===== config.mk =====
export PLATFORM = sky130hd
export DESIGN_NAME = cicomb_top
export DESIGN_NICKNAME = d
export VERILOG_FILES = /design/src/hw/cicomb_pkg.sv /design/src/hw/cicomb_pulse_det.sv /design/src/hw/cicomb_top.sv
export VERILOG_INCLUDE_DIRS = /design/src /design/src/hw
export SDC_FILE = /design/constraint.sdc
export NUM_CORES = 1
export LEC_CHECK = 0
export ABC_AREA = 1
export BUFFER_PORTS_ARGS = -buffer_cell sky130_fd_sc_hd__buf_4
export CORE_ASPECT_RATIO = 0.7
export CORE_MARGIN = 2
export CORE_UTILIZATION = 46
export DETAILED_ROUTE_END_ITERATION = 8
export HOLD_SLACK_MARGIN = 0.15
export PLACE_DENSITY = 0.76
export SLEW_MARGIN = 30
export SYNTH_ARGS = -nofsm -noshare
export SYNTH_HDL_FRONTEND = slang
export SYNTH_SLANG_ARGS = --single-unit

===== constraint.sdc =====
create_clock -name ref_clk_in -period 1.1 [get_ports ref_clk_in]
set_input_delay 0.055 -clock ref_clk_in [delete_from_list [all_inputs] [get_ports ref_clk_in]]
set_output_delay 0.055 -clock ref_clk_in [all_outputs]
set_load 0.005 [all_outputs]

===== src/hw/cicomb_regs.svh =====
// register offsets, field positions, reset values and counts of the interrupt combiner
`ifndef CICOMB_REGS_SVH
`define CICOMB_REGS_SVH
`define CICOMB_NSRC          8
`define CICOMB_ADDR_W        4
`define CICOMB_OFS_STATUS    4'h0
`define CICOMB_OFS_ENABLE    4'h1
`define CICOMB_OFS_ROUTE     4'h2
`define CICOMB_OFS_VSIZE     4'h3
`define CICOMB_OFS_ACTIVE    4'h4
`define CICOMB_OFS_RAW       4'h5
`define CICOMB_OFS_IRQSTAT   4'h6
`define CICOMB_OFS_IRQMASK   4'h7
`define CICOMB_OFS_CHIPSIG   4'h8
`define CICOMB_OFS_CHIPCLR   4'h9
`define CICOMB_VSIZE_W       2
`define CICOMB_VSIZE_RST     2'h0
`define CICOMB_VSIZE_NOMINAL 2'h2
`define CICOMB_ENABLE_RST    8'h00
`define CICOMB_ROUTE_RST     8'h00
`define CICOMB_IRQ_FIQ_BIT   0
`define CICOMB_IRQ_IRQ_BIT   1
`endif


===== src/hw/cicomb_pkg.sv =====
// types of the interrupt combiner
package cicomb_pkg;
  typedef enum logic [1:0] {
    CICOMB_VS_1B,
    CICOMB_VS_2B,
    CICOMB_VS_4B,
    CICOMB_VS_8B
  } cicomb_vsize_e;
  typedef logic [7:0] cicomb_src_t;
endpackage


===== src/hw/cicomb_pulse_det.sv =====
// pulse capture of one source: sync and assertion-to-pulse, repeating while level stays high
`timescale 1ns/1ps
`default_nettype none
module cicomb_pulse_det (
  input  wire logic ref_clk_in,
  input  wire logic srst_in,
  input  wire logic src_in,
  output logic      pulse_out,
  output logic      level_out
);
  typedef struct packed {
    logic s1;
    logic s2;
    logic s3;
  } cicomb_det_s;
  cicomb_det_s st_q;
  cicomb_det_s st_d;
  always_comb begin
    st_d    = st_q;
    st_d.s1 = src_in;
    st_d.s2 = st_q.s1;
    st_d.s3 = st_q.s2;
  end
  always_ff @(posedge ref_clk_in) begin
    if (srst_in) begin
      st_q <= '0;
    end else begin
      st_q <= st_d;
    end
  end
  // any high sample counts as a new pulse occurrence
  assign pulse_out = st_q.s2;
  assign level_out = st_q.s3;
endmodule // cicomb_pulse_det
`default_nettype wire


===== src/hw/cicomb_top.sv =====
// interrupt combiner: per-source flags routed to fast and normal request lines
//
// How it works
// - vector size resets to one byte per entry, not four, until written.
// - enabled sources combined and routed to fast and normal request outputs.
// - every high captured input sample is treated as a pulse event.
// - a held level source is detected again every cycle.
// - one status flag per source, no occurrence counter.
// - a flag stays set until software clears it here.
// - clearing a flag while the level still stands sets it again.
// - clearing the chip-signal source's status flag alone does not drop it; CHIPCLR must clear the chip flag first.
`timescale 1ns/1ps
`default_nettype none
`include "cicomb_regs.svh"
module cicomb_top
  import cicomb_pkg::*;
(
  input  wire logic                      ref_clk_in,
  input  wire logic                      srst_in,
  input  wire logic [`CICOMB_ADDR_W-1:0] addr_in,
  input  wire logic [31:0]               wdata_in,
  input  wire logic                      wr_in,
  input  wire logic                      rd_in,
  input  wire logic [`CICOMB_NSRC-1:0]   sys_int_in,
  input  wire logic [`CICOMB_NSRC-1:0]   chip_signal_set_in,
  output logic      [31:0]               rdata_out,
  output logic                           fast_interrupt_request_out,
  output logic                           normal_interrupt_request_out,
  output logic      [`CICOMB_NSRC-1:0]   chip_signal_interrupt_out,
  output logic      [7:0]                vector_entry_bytes_out,
  output logic                           irq_out
);
  // ----------------------------------------------------------------
  // state
  // ----------------------------------------------------------------
  typedef struct packed {
    cicomb_src_t   flag;
    cicomb_src_t   enable;
    cicomb_src_t   route;
    cicomb_vsize_e vsize;
    cicomb_src_t   chip_flag;
    logic [1:0]    istat;
    logic [1:0]    imask;
    logic          fast_interrupt_request;
    logic          nirq;
    logic [31:0]   rdata;
  } cicomb_top_s;
  cicomb_top_s st_q;
  cicomb_top_s st_d;
  cicomb_src_t src_mix;
  cicomb_src_t det_pulse;
  cicomb_src_t det_level;
  cicomb_src_t clr_mask;
  cicomb_src_t chip_clr_mask;
  logic        wr_status;
  logic        wr_chipclr;
  // ----------------------------------------------------------------
  // source capture
  // ----------------------------------------------------------------
  // chip-signal levels join the external sources on the same lines
  assign src_mix = sys_int_in | st_q.chip_flag;
  genvar gi;
  generate
    for (gi = 0; gi < `CICOMB_NSRC; gi++) begin : g_det
      cicomb_pulse_det u_det (
        .ref_clk_in (ref_clk_in),
        .srst_in    (srst_in),
        .src_in     (src_mix[gi]),
        .pulse_out  (det_pulse[gi]),
        .level_out  (det_level[gi])
      );
    end
  endgenerate
  assign wr_status     = wr_in && (addr_in == `CICOMB_OFS_STATUS);
  assign wr_chipclr    = wr_in && (addr_in == `CICOMB_OFS_CHIPCLR);
  assign clr_mask      = wr_status ? wdata_in[`CICOMB_NSRC-1:0] : '0;
  assign chip_clr_mask = wr_chipclr ? wdata_in[`CICOMB_NSRC-1:0] : '0;
  // ----------------------------------------------------------------
  // next state
  // ----------------------------------------------------------------
  always_comb begin
    st_d = st_q;
    // set wins over software clear; a held level re-sets the flag
    st_d.flag = (st_q.flag & ~clr_mask) | det_pulse;
    st_d.chip_flag = (st_q.chip_flag & ~chip_clr_mask) | chip_signal_set_in;
    if (wr_in) begin
      case (addr_in)
        `CICOMB_OFS_ENABLE:  st_d.enable = wdata_in[`CICOMB_NSRC-1:0];
        `CICOMB_OFS_ROUTE:   st_d.route  = wdata_in[`CICOMB_NSRC-1:0];
        `CICOMB_OFS_VSIZE:   st_d.vsize  = cicomb_vsize_e'(wdata_in[`CICOMB_VSIZE_W-1:0]);
        `CICOMB_OFS_IRQMASK: st_d.imask  = wdata_in[1:0];
        `CICOMB_OFS_CHIPSIG: st_d.chip_flag = st_d.chip_flag | wdata_in[`CICOMB_NSRC-1:0];
        default: ;
      endcase
    end
    // route bit set sends a source to the fast line, clear to the normal line
    st_d.fast_interrupt_request  = |(st_d.flag & st_d.enable & st_d.route);
    st_d.nirq = |(st_d.flag & st_d.enable & ~st_d.route);
    st_d.istat = st_q.istat & ~((wr_in && addr_in == `CICOMB_OFS_IRQSTAT) ? wdata_in[1:0] : 2'h0);
    if (st_d.fast_interrupt_request && !st_q.fast_interrupt_request) begin
      st_d.istat[`CICOMB_IRQ_FIQ_BIT] = 1'b1;
    end
    if (st_d.nirq && !st_q.nirq) begin
      st_d.istat[`CICOMB_IRQ_IRQ_BIT] = 1'b1;
    end
    st_d.rdata = 32'h0000_0000;
    if (rd_in) begin
      case (addr_in)
        `CICOMB_OFS_STATUS:  st_d.rdata = {24'h00_0000, st_q.flag};
        `CICOMB_OFS_ENABLE:  st_d.rdata = {24'h00_0000, st_q.enable};
        `CICOMB_OFS_ROUTE:   st_d.rdata = {24'h00_0000, st_q.route};
        `CICOMB_OFS_VSIZE:   st_d.rdata = {30'h0000_0000, st_q.vsize};
        `CICOMB_OFS_ACTIVE:  st_d.rdata = {24'h00_0000, st_q.flag & st_q.enable};
        `CICOMB_OFS_RAW:     st_d.rdata = {24'h00_0000, det_level};
        `CICOMB_OFS_IRQSTAT: st_d.rdata = {30'h0000_0000, st_q.istat};
        `CICOMB_OFS_IRQMASK: st_d.rdata = {30'h0000_0000, st_q.imask};
        `CICOMB_OFS_CHIPSIG: st_d.rdata = {24'h00_0000, st_q.chip_flag};
        default:             st_d.rdata = 32'h0000_0000;
      endcase
    end
  end
  // ----------------------------------------------------------------
  // registers
  // ----------------------------------------------------------------
  always_ff @(posedge ref_clk_in) begin
    if (srst_in) begin
      st_q        <= '0;
      st_q.enable <= `CICOMB_ENABLE_RST;
      st_q.route  <= `CICOMB_ROUTE_RST;
      st_q.vsize  <= cicomb_vsize_e'(`CICOMB_VSIZE_RST);
    end else begin
      st_q <= st_d;
    end
  end
  // ----------------------------------------------------------------
  // outputs
  // ----------------------------------------------------------------
  assign rdata_out                    = st_q.rdata;
  assign fast_interrupt_request_out   = st_q.fast_interrupt_request;
  assign normal_interrupt_request_out = st_q.nirq;
  assign chip_signal_interrupt_out    = st_q.chip_flag;
  assign vector_entry_bytes_out       = 8'h01 << st_q.vsize;
  assign irq_out                      = |(st_q.istat & st_q.imask);
endmodule // cicomb_top
`default_nettype wire


; Yosys cells after proc, flatten, opt, wreduce, memory -nomap -nowiden
; Cells that the tools add are included.
[word_totals]
reg_bits = 96
input_bits = 56
[classes]
mux = 11
shift = 1
eq_ne = 9
n_reduce_logical = 14
bitwise = 17
[op_table]
columns = op, count
row1 = $pmux W8 S9, 1
row2 = $and A8 B8 Y8, 6
row3 = $mux W8, 5
row4 = $or A8 B8 Y8, 4
row5 = $mux W26, 1
row6 = $not A8 Y8, 3
row7 = $eq A4 B3 Y1 const B, 4
row8 = $reduce_or A8 Y1, 2
row9 = $eq A4 B2 Y1 const B, 2
row10 = $eq A4 B4 Y1 const B, 2
row11 = $shl A1 B2 Y8 const A, 1
row12 = $logic_and A1 B1 Y1, 5
row13 = $and A2 B2 Y2, 2
row14 = $eq A4 B1 Y1 const B, 1
row15 = $logic_not A4 Y1, 1
row16 = $mux W2, 2
row17 = $reduce_and A2 Y1, 2
row18 = $reduce_or A2 Y1, 2
row19 = $logic_not A1 Y1, 2
row20 = $mux W1, 2
row21 = $not A2 Y2, 1
row22 = $not A1 Y1, 1

; Longest topological paths before layout
; Gate-level depths: netlist of the first run.
[depth]
ltp_word = 14
mapped_depth = 12
depth_no_buf = 12

; By module
; From an unflattened synthesis of the first run, not the netlist that was laid out.
[unflattened]
cells_unflattened = 508
area_unflattened_um2 = 3565.9
[modules_own_cells]
columns = mod, n_inst, area_per_inst_um2, seq_area_each_um2, cells_each
row1 = cicomb_top, 1, 2905.3, 960.9, 436
row2 = cicomb_pulse_det, 8, 82.6, 60.1, 9

; Worst setup path before layout of the first run
; No wires, ideal clock.
[synth_timing]
path_type = input-to-reg
from = in addr_in[2]
to = reg st_q[36] (netlist name)
t_required_ps = 983
arrival_time_ps = 1000
slack_ps = -17
stages = 11
setup_ps = 117
cell_sequence = nor2_4 -> buf_2 -> nand4_1 -> nand2_1 -> nand2_1 -> nand3_1 -> nand2_1 -> nor2_2 -> nand2_1 -> nand3_1 -> nand2_1
[synth_via]
elab_chain_cells = 11
word_cells_on_any_way = 21
cone_classes = eq/ne: 3 / mux: 6 / bitwise: 7 / reduce/logical: 5
[synth_rtl]
columns = element, line
row1 = "start, declared", cicomb_top.sv:20  ; input wire logic [`CICOMB_ADDR_W-1:0] addr_in,
row2 = $logic_not A4 Y1, --
row3 = $logic_and A1 B1 Y1, cicomb_top.sv:74  ; assign wr_status = wr_in && (addr_in == `CICOMB_OFS_STATUS);
row4 = $mux W8, cicomb_top.sv:76  ; assign clr_mask = wr_status ? wdata_in[`CICOMB_NSRC-1:0] : '0;
row5 = $not A8 Y8, cicomb_top.sv:84  ; st_d.flag = (st_q.flag & ~clr_mask) | det_pulse;
row6 = $and A8 B8 Y8, cicomb_top.sv:84
row7 = $or A8 B8 Y8, cicomb_top.sv:84
row8 = $and A8 B8 Y8 (2 in series), cicomb_top.sv:97  ; st_d.fast_interrupt_request = |(st_d.flag & st_d.enable & st_d.route);
row9 = $reduce_or A8 Y1, cicomb_top.sv:97
row10 = $logic_and A1 B1 Y1, cicomb_top.sv:100  ; if (st_d.fast_interrupt_request && !st_q.fast_interrupt_request) begin
row11 = $mux W1 (*), cicomb_top.sv:100
row12 = "end signal, assigned", cicomb_top.sv:132  ; st_q <= st_d;
row13 = "end, declared", cicomb_top.sv:48  ; cicomb_top_s st_q;
; Mark *: on every way between the ends. The rest lies on a longest branch, timed or not.
; A chain may end at the register's enable or synchronous reset.

; Worst setup path in the final report of the first run
[layout_timing]
from = reg st_q[37] (netlist name)
to = out irq_out
[layout_via]
elab_chain_cells = 2
[layout_rtl]
columns = element, line
row1 = $and A2 B2 Y2, cicomb_top.sv:143  ; assign irq_out = |(st_q.istat & st_q.imask);
row2 = $reduce_or A2 Y1, cicomb_top.sv:143
row3 = "end, declared", cicomb_top.sv:31  ; output logic irq_out
; Every way passes these cells.

==> results.py, run 1 <==
metrics = {
    "run_status": {
        "status": "finished, violations left",
        "violations": "negative hold slack, negative setup slack",
    },
    "worst_setup_path": {
        "critPathRequiredTime_ps": 1040,
        "critical_path_class": "reg2out",
        "worst_ep_arrival_time_ps": 1050,
        "startpoint_type": "flop",
        "crit_fanout": 2,
        "end_kind": "output pin",
    },
    "floorplan": {
        "rows": 26,
        "die-area_um2": 8350,
        "core_um2": 7350,
        "start_util_pct": 47.7,
        "die_h_um": 77.1,
        "io-pin-count": 107,
        "die_x_um": 108,
    },
    "power_and_ir_drop": {
        "totalPowerFinal_mw": 5.71,
        "p_leak_nw": 2.35,
        "vdd_drop_max_mv": 0.779,
        "power_density_nw_per_um2": 1180,
    },
    "sta": {
        "period_minus_slack_ps": 1100,
        "period_share_pct": 100,
        "slew_viol_final": 0,
        "setup_viol": 1,
        "max_freq_mhz": 909,
        "setup_ws_ps": -0.154,
        "finalHoldViolations": 2,
        "rsz0062_at_grt": "yes",
        "whs_ps": -4.91,
        "skew_ps": 11.1,
    },
    "detailed_routing": {
        "totalWireLength_um": 10200,
        "wl_per_cell_um": 14.0,
        "drtPass1Iterations": 5,
        "vias": 3597,
        "postRouteAntennaNets": 0,
        "remaining_drc_errors": 0,
        "via_per_inst": 4.94,
        "drtIter0Drc": 225,
    },
    "grt": {
        "grt_pass1_vias": 3258,
        "grt_overflow": 0,
        "antenna_found_initial": 0,
        "gr-usage-all-layers_pct": 23.9,
        "grt_max_degree": 44,
        "grt_pass1_wl_um": 15400,
    },
    "synthesis": {
        "syn_avg_cell_area_um2": 7.00,
        "synth_top_area_share_pct": 41.1,
        "synthCells": 501,
        "synthArstFlopShare_pct": 0,
        "yosysMostFrequentCell": "nand2_1",
        "synth_area_leaders": "dfxtp_1, nand2_1, buf_4",
        "ys_types": 27,
        "yosys.area.top_type": "dfxtp_1",
        "synth_area_um2": 3510,
        "synth_warnings": 0,
        "ys_seq_area_share_pct": 41.1,
        "synth_edf_count": 0,
        "ys.flop_type": "dfxtp_1",
        "synth_common_cells": "nand2_1, dfxtp_1, inv_1, nor2_1, buf_4",
        "ys_ff_latch": 72,
    },
    "placement": {
        "portBuffers": 54,
        "dpl.hpwl_um": 6920,
        "place_area_um2": 4250,
        "place.gp.congestion": 0.926,
    },
    "clock_tree": {
        "cts_buffer_depth": 2,
        "h-tree-depth": 3,
        "cts_tree": "built",
        "clkLatencyLatePin_ps": 360,
        "path_clk_slew_ps": 80,
        "cts_inserted_buffers": 9,
        "cts.sinks": 72,
        "cts_root_buf": "clkbuf_8",
    },
    "min_path": {
        "hold_class": "in2reg",
    },
    "cells_and_area": {
        "layout.nets": 681,
        "diodes": 0,
        "postLayoutCellArea_um2": 4840,
        "synthToLayoutAreaGrowth_pct": 38.0,
        "final_util_pct": 65.8,
        "drive_above_1_share_pct": 30.5,
    },
    "run": {
        "maxCapViolations": 0,
    },
}
-- cells in the final DEF, fill, tap and decap left out --
cell / count
o21ai_0: 16
o22ai_2: 1
a221oi_1: 2
a21oi_1: 34
buf_6: 2
o31a_1: 1
nor2_2: 5
dfxtp_1: 59
buf_4: 115
bufinv_16: 1
clkbuf_8: 10
a211oi_1: 1
buf_12: 4
conb_1: 28
nor3_2: 1
clkbuf_16: 1
o22ai_1: 3
nor2_4: 4
inv_2: 8
nand3_1: 39
inv_1: 58
clkbuf_1: 1
nand2_1: 99
dfxtp_4: 2
dfxtp_2: 11
o211ai_1: 2
nand3_4: 1
a31oi_1: 4
clkinv_2: 2
nand4_1: 18
nand2_2: 16
nand2_4: 1
clkinv_4: 1
a221oi_2: 1
nand3_2: 3
clkinvlp_4: 1
inv_4: 1
dlygate4sd3_1: 22
nor2_1: 51
-- final cells by class --
type | count | area, um2
Clock buffer | 11 | 141
Clock inverter | 5 | 56.3
Fill cell | 627 | 2510
Inverter | 67 | 254
Multi-Input combinational cell | 331 | 1590
Sequential cell | 72 | 1460
Tap cell | 98 | 123
Timing Repair Buffer | 144 | 1210
-- logic make-up (layout without fill, tap and decap cells) --
family | after synthesis | count (layout) | share of synthesized area [%]
buffers and inverters | 125 | 227 | 18.9
and+or+nand+nor | 238 | 238 | 29.7
AOI/OAI and AO/OA | 65 | 65 | 10.2
other | 1 | 28 | 0.107
DFF | 72 | 72 | 41.1
-- state kept, by name, summed over array words and instances (netlist names) --
| name | flops |
|---|---|
| chip_signal_interrupt_out | 8 |
| fast_interrupt_request_out | 1 |
| g_det.u_det.level_out | 8 |
| g_det.u_det.pulse_out | 8 |
| g_det.u_det.st_d | 8 |
| normal_interrupt_request_out | 1 |
| rdata_out | 8 |
| st_q | 30 |
-- worst max-delay path: stages, from the launching register on --
cell and delay, ps:
dfxtp_2 340, inv_2 40, o22ai_2 170, buf_4 130
-- power by group --
| part | switching (mW) | internal (mW) | leakage, nW |
|---|---|---|---|
| Sequential | 0.0601 | 2.71 | 0.597 |
| Clock | 1.00 | 1.11 | 0.0993 |
| Combinational | 0.433 | 0.399 | 1.66 |
| Total | 1.50 | 4.21 | 2.35 |
-- stage by stage --
| step | setup TNS (ps) | setup slack (ps) | cells |
|---|---|---|---|
| 2_1_floorplan | 0 | 10.8 | 528 |
| 3_3_place_gp | -5940 | -384 | 685 |
| 3_5_place_dp | -6580 | -417 | 685 |
| 4_1_cts | -16.4 | -16.4 | 719 |
| 5_1_grt | -300 | -64.8 | 728 |
| 6_report | -0.154 | -0.154 | 728 |
-- repair_timing --
action                                 in CTS  in global routing
gates cloned                                0                  1
pin swaps                                   0                 11
setup buffers                               0                  4
endpoints found under the hold margin      39                 13
gates resized for setup                     7                 42
setup endpoints to repair                   5                 15
hold buffers                               18                  4
-- final timing paths --
path                                                                end  slack, ps  depth (start not counted)                              start
worst max-delay path                                            irq_out       -0.2                          3                st_q[37]$_SDFF_PP0_
worst min-delay path            chip_signal_interrupt_out[7]$_SDFF_PP0_         -5                          3                        wdata_in[7]
worst max register to register                      st_q[37]$_SDFF_PP0_         30                          9                st_q[48]$_SDFF_PP0_
worst min register to register      g_det[1].u_det.pulse_out$_SDFF_PP0_        390                          2  g_det[1].u_det.st_d[1]$_SDFF_PP0_
-- metal layers --
layer  global-route usage (%)  up-vias  share of wire [%]
met5                        0        -                  0
met1                     31.5     1654                 44
li1                         -     1779                  -
met4                     6.92        0                1.4
met3                     6.38       14                8.2
met2                     38.4      150                 47
Power figures use the tool's default switching activity.
==> run 2: changes to the inputs <==
- CORE_ASPECT_RATIO: 0.7 -> 1.25
- REMOVE_ABC_BUFFERS: not set -> 1
==> run 2 against run 1 <==
- the flow still finishes with violations (negative hold slack, negative setup slack)
- final cell count shrank 1.2%
- worst hold slack gained 3.2 ps
- sequential share of layout area up 0.25 points
- clock power rose by 12%
- final area decreased by 0.98%
- combinational power decreased by 3.0%
- sequential power is essentially flat
- non-clock buffer count is 3 lower
- register-to-register slack worse by 90 ps
- clock skew down 4.3 ps
- power increased by 3.8%
==> results.py, run 2 (synthesis gave the netlist of run 1 again) <==
metrics = {
    "grt": {
        "gr-usage-all-layers_pct": 24.6,
        "antenna_found_initial": 0,
        "grt_max_degree": 34,
        "grt_pass1_wl_um": 15600,
        "grt_overflow": 0,
        "grt_pass1_vias": 3427,
    },
    "worst_setup_path": {
        "crit_path_top_delay_cell": "dfxtp_2",
        "r2r_cells": 9,
        "reg2reg_slack_ps": -60,
        "crit-reg2reg-launch": "st_q[49]$_SDFF_PP0_",
        "slowest_delay_ps": 330,
        "critical_path_class": "reg2reg",
        "worstPathCellList": "nand2_1 -> nand2_1 -> inv_1 -> nand3_1 -> nand2_1 -> nor2_2 -> nand2_1 -> nand3_2 -> nand2_1",
        "critPathRequiredTime_ps": 1350,
        "worstReg2RegEnd": "st_q[37]$_SDFF_PP0_",
        "cp_common_cell": "nand2_1",
        "end_kind": "flop",
        "worst_ep_arrival_time_ps": 1410,
        "critPathTopFamily": "simple AND/OR/NAND/NOR gates",
        "crit_fanout": 2,
        "startpoint_type": "flop",
        "path_buf_inv": 1,
    },
    "clock_tree": {
        "h-tree-depth": 3,
        "cts_inserted_buffers": 9,
        "cts_root_buf": "clkbuf_8",
        "cts_buffer_depth": 2,
        "path_clk_slew_ps": 80,
        "cts.sinks": 72,
        "cts_tree": "built",
        "clkLatencyLatePin_ps": 360,
    },
    "floorplan": {
        "die_x_um": 82.1,
        "start_util_pct": 47.4,
        "core_um2": 7400,
        "rows": 35,
        "io-pin-count": 107,
        "die-area_um2": 8340,
        "die_h_um": 102,
    },
    "sta": {
        "skew_ps": 6.78,
        "max_freq_mhz": 859,
        "whs_ps": -1.67,
        "slew_viol_final": 0,
        "setup_viol": 1,
        "period_minus_slack_ps": 1160,
        "rsz0062_at_grt": "yes",
        "setup_ws_ps": -63.7,
        "finalHoldViolations": 1,
        "period_share_pct": 106,
    },
    "detailed_routing": {
        "wl_per_cell_um": 13.6,
        "totalWireLength_um": 9810,
        "via_per_inst": 5.07,
        "postRouteAntennaNets": 0,
        "drtIter0Drc": 312,
        "remaining_drc_errors": 0,
        "vias": 3647,
        "drtPass1Iterations": 5,
    },
    "min_path": {
        "hold_path_end": "chip_signal_interrupt_out[6]$_SDFF_PP0_",
        "holdPathStages": 3,
        "min_from": "wdata_in[6]",
        "hold_class": "in2reg",
    },
    "power_and_ir_drop": {
        "totalPowerFinal_mw": 5.93,
        "p_sw_share_pct": 25.1,
        "seq_power_share_pct": 46.6,
        "p_leak_nw": 2.35,
        "power_density_nw_per_um2": 1240,
        "switchingPower_mw": 1.49,
        "clkPwrFrac_pct": 39.7,
        "vdd_drop_max_mv": 0.674,
        "p_comb_share_pct": 13.6,
        "power.internal_mw": 4.44,
    },
    "placement": {
        "portBuffers": 54,
        "dpl.hpwl_um": 6670,
        "place.gp.congestion": 0.942,
    },
    "cells_and_area": {
        "regMostFlops": "st_q",
        "synthToLayoutAreaGrowth_pct": 36.6,
        "layout.nets": 678,
        "diodes": 0,
        "final_common_cell": "buf_4",
        "drive_above_1_share_pct": 28.2,
        "mostFrequentLayoutCells": "buf_4, nand2_1, inv_1, dfxtp_1, nor2_1",
        "final_util_pct": 64.8,
        "fillers": 623,
        "largest_register_ffs": 30,
    },
    "run_status": {
        "violations": "negative hold slack, negative setup slack",
        "status": "finished, violations left",
    },
    "run": {
        "maxCapViolations": 0,
    },
}
## run 2: cell type report
type                       count  area (um2)  area share, %
clock buffer                  11         141           2.95
clock inverter                 5        78.8           1.64
inverter                      67         254           5.30
multi-input combinational    331        1560           32.5
sequential                    72        1460           30.5
tap                           92         115           2.40
timing repair buffer         141        1180           24.7
## run 2: repair_timing
item | 4_1_cts | 5_1_grt
endpoints found under the hold margin | 35 | 16
hold buffers | 19 | 6
setup endpoints to repair | 3 | 27
buffers inserted | 0 | 0
pin swaps | 1 | 9
resized for setup | 4 | 35
## run 2: power groups by stage
stage	clock [mW]	combinational [mW]	sequential [mW]
floorplan	0	0.263	2.82
global placement	0	0.686	2.82
detailed placement	0	0.704	2.82
CTS	2.39	0.762	2.76
global route	2.51	0.885	2.78
finish	2.36	0.807	2.76
## run 2: per-layer routing
layer | track usage, % | vias to the layer above | routed length, um
li1 | - | 1769 | -
met5 | 0 | - | 0
met4 | 16.8 | 0 | 646
met1 | 28.3 | 1654 | 3740
met2 | 39.8 | 169 | 4750
met3 | 5.61 | 55 | 680
## run 2: worst min-delay path: stages
cell     delay, ps
buf_4          130
nand2_1         60
a21oi_1         60
## run 2: how the worst max path moves through the flow
stage                                   start             endpoint  slack [ps]  cells after the start
final                     st_q[49]$_SDFF_PP0_  st_q[37]$_SDFF_PP0_         -60                      9
after global routing      st_q[49]$_SDFF_PP0_  st_q[37]$_SDFF_PP0_        -140                      9
after CTS                 st_q[54]$_SDFF_PP0_  st_q[37]$_SDFF_PP0_          -2                      9
after detailed placement           addr_in[2]  st_q[36]$_SDFF_PP0_        -340                     12
after global placement             addr_in[2]  st_q[36]$_SDFF_PP0_        -290                     12
after floorplan                    addr_in[3]  st_q[37]$_SDFF_PP0_        -190                     12
## run 2: metrics by stage
| stage | instances | TNS, ps | hold WS [ps] | setup slack, ps | cell area (um2) |
|---|---|---|---|---|---|
| finish | 719 | -63.7 | -1.67 | -63.7 | 4790 |
| global route | 719 | -237 | 11.5 | -143 | 4790 |
| CTS | 714 | -1.63 | -13.3 | -1.63 | 4650 |
| floorplan | 470 | -581 | 124 | -189 | 3200 |
| detailed placement | 679 | -5020 | 264 | -336 | 4240 |
| global placement | 679 | -3920 | 258 | -295 | 4240 |
==> run 3: changes to the inputs <==
- CORE_UTILIZATION: 46 -> 51
- PLACE_DENSITY: 0.76 -> 0.79
- clock period: 1.1 -> 1.15 ns (I/O delays scaled with it)
==> run 3 against run 2 <==
- the flow now finishes without violations
- sequential power shrank 4%
- worst hold slack gained 10 ps
- power grew 1.6%
- clock skew shrank 0.92 ps
- die area shrank 9.4%
- largest power group unchanged
- sequential share of layout area shrank 0.84 points
- clock power grew 8.5%
- first-iteration DRC count grew 31%
==> results.py, run 3 (synthesis gave the netlist of run 1 again) <==
metrics = {
    "run_status": {
        "status": "finished, final reports clean",
    },
    "floorplan": {
        "start_util_pct": 53.1,
        "io-pin-count": 107,
        "die-area_um2": 7560,
        "die_h_um": 96.7,
        "core_um2": 6610,
        "die_x_um": 78.2,
        "rows": 33,
    },
    "placement": {
        "dpl.hpwl_um": 6670,
        "portBuffers": 54,
        "place.gp.congestion": 0.930,
        "dp_slack_ps": -269,
        "dpl.cell_count": 675,
    },
    "detailed_routing": {
        "drtPass1Iterations": 5,
        "vias": 3798,
        "drtIter0Drc": 410,
        "remaining_drc_errors": 0,
        "totalWireLength_um": 10700,
        "wl_per_cell_um": 14.8,
        "postRouteAntennaNets": 0,
        "via_per_inst": 5.27,
    },
    "cells_and_area": {
        "regMostFlops": "st_q",
        "drive_above_1_share_pct": 27.1,
        "largest_register_ffs": 30,
        "final_cells": 721,
        "final_common_cell": "buf_4",
        "mostFrequentLayoutCells": "buf_4, nand2_1, dfxtp_1",
        "layout.nets": 685,
        "final_util_pct": 74.1,
        "diodes": 0,
        "synthToLayoutAreaGrowth_pct": 39.5,
    },
    "worst_setup_path": {
        "worst_ep_arrival_time_ps": 1370,
        "startpoint_type": "flop",
        "crit_fanout": 2,
        "worstReg2RegEnd": "st_q[37]$_SDFF_PP0_",
        "crit-reg2reg-launch": "st_q[53]$_SDFF_PP0_",
        "critPathRequiredTime_ps": 1390,
        "critical_path_class": "reg2reg",
        "r2r_cells": 9,
        "reg2reg_slack_ps": 10,
        "end_kind": "flop",
    },
    "grt": {
        "grt_pass1_wl_um": 16200,
        "groute.layer.met3.usage_pct": 5.41,
        "grt_pass1_vias": 3478,
        "met1_usage_pct": 31.6,
        "grt-busiest-layer": "met2",
        "gr-usage-all-layers_pct": 26.8,
        "antenna_found_initial": 0,
        "grt_overflow": 0,
        "met2_usage_pct": 46.0,
        "grt_max_degree": 21,
    },
    "clock_tree": {
        "cts_root_buf": "clkbuf_8",
        "h-tree-depth": 3,
        "clkLatencyLatePin_ps": 340,
        "path_clk_slew_ps": 80,
        "cts_buffer_depth": 2,
        "cts_inserted_buffers": 9,
        "cts.sinks": 72,
        "cts_tree": "built",
    },
    "sta": {
        "period_share_pct": 98.7,
        "skew_ps": 5.85,
        "period_minus_slack_ps": 1140,
        "finalHoldViolations": 0,
        "slew_viol_final": 0,
        "setup_viol": 0,
        "setup_ws_ps": 15.0,
        "max_freq_mhz": 881,
        "rsz0062_at_grt": "yes",
    },
    "power_and_ir_drop": {
        "power_density_nw_per_um2": 1230,
        "p_leak_nw": 2.39,
        "vdd_drop_max_mv": 0.761,
    },
    "min_path": {
        "hold_class": "in2reg",
        "holdPathStages": 3,
        "min_from": "wdata_in[6]",
        "hold_path_end": "chip_signal_interrupt_out[6]$_SDFF_PP0_",
    },
    "run": {
        "maxCapViolations": 0,
    },
}
-- run 3: cell count changes in the layout (fill, tap and decap cells not counted), sizes merged --
cell         delta
buf             +4
clkinv          -1
clkinvlp        +2
clkbuf          +2
bufinv          +1
dlygate4sd3     +1
inv             -2
-- run 3: per-layer routing --
metal / routed length [um] / vias up
li1: - / 1781
met1: 3960 / 1764
met2: 5420 / 211
met3: 860 / 42
met4: 423 / 0
met5: 0 / -
-- run 3: worst max-delay path, stage by stage (launching register included) --
cell and delay, ps:
dfxtp_1 330, nand2_1 80, nand2_2 100, inv_2 60, nand3_1 70, nand2_1 60, nor2_2 120, nand2_1 80
nand3_1 80, nand2_1 50
-- run 3: how the worst max path moves through the flow --
stage                              from             endpoint  slack (ps)  cells after the start
finish              st_q[53]$_SDFF_PP0_  st_q[37]$_SDFF_PP0_          10                      9
global route        st_q[53]$_SDFF_PP0_  st_q[37]$_SDFF_PP0_         -50                      9
CTS                               wr_in  st_q[37]$_SDFF_PP0_          30                      6
detailed placement           addr_in[0]  st_q[36]$_SDFF_PP0_        -270                     12
global placement             addr_in[0]  st_q[36]$_SDFF_PP0_        -240                     12
floorplan                    addr_in[3]  st_q[37]$_SDFF_PP0_        -140                     12
-- run 3: layout make-up --
type | count | area [um2]
repair inverters | 1 | 7.51
fillers | 467 | 1710
clock buffers | 12 | 165
flip-flops and latches | 72 | 1450
repair buffers | 147 | 1260
multi-input cells | 331 | 1550
clock inverters | 4 | 98.8
well taps | 87 | 109
inverters | 67 | 255
-- run 3: what timing repair did --
item / in CTS / in global routing
setup buffers: 0 / 3
resized for setup: 0 / 29
endpoints found under the setup margin: 0 / 7
hold endpoints to repair: 35 / 8
hold buffers: 22 / 3
-- run 3: report_power, final --
part / internal (mW) / switching, mW / leakage [nW] / total [mW]
registers: 2.59 / 0.0537 / 0.593 / 2.65
logic: 0.390 / 0.426 / 1.66 / 0.817
clock network: 1.62 / 0.935 / 0.133 / 2.56
-- run 3: stage by stage --
step                      instance area (um2)  setup TNS, ps  total power [mW]  hold slack, ps
after floorplan                          3200           -391              2.94             127
after global placement                   4230          -1610              3.35             259
after detailed placement                 4230          -2400              3.37             269
after CTS                                4710              0              5.96          -0.863
after global routing                     4890          -91.6              6.23            46.9
final                                    4890              0              6.02            8.80
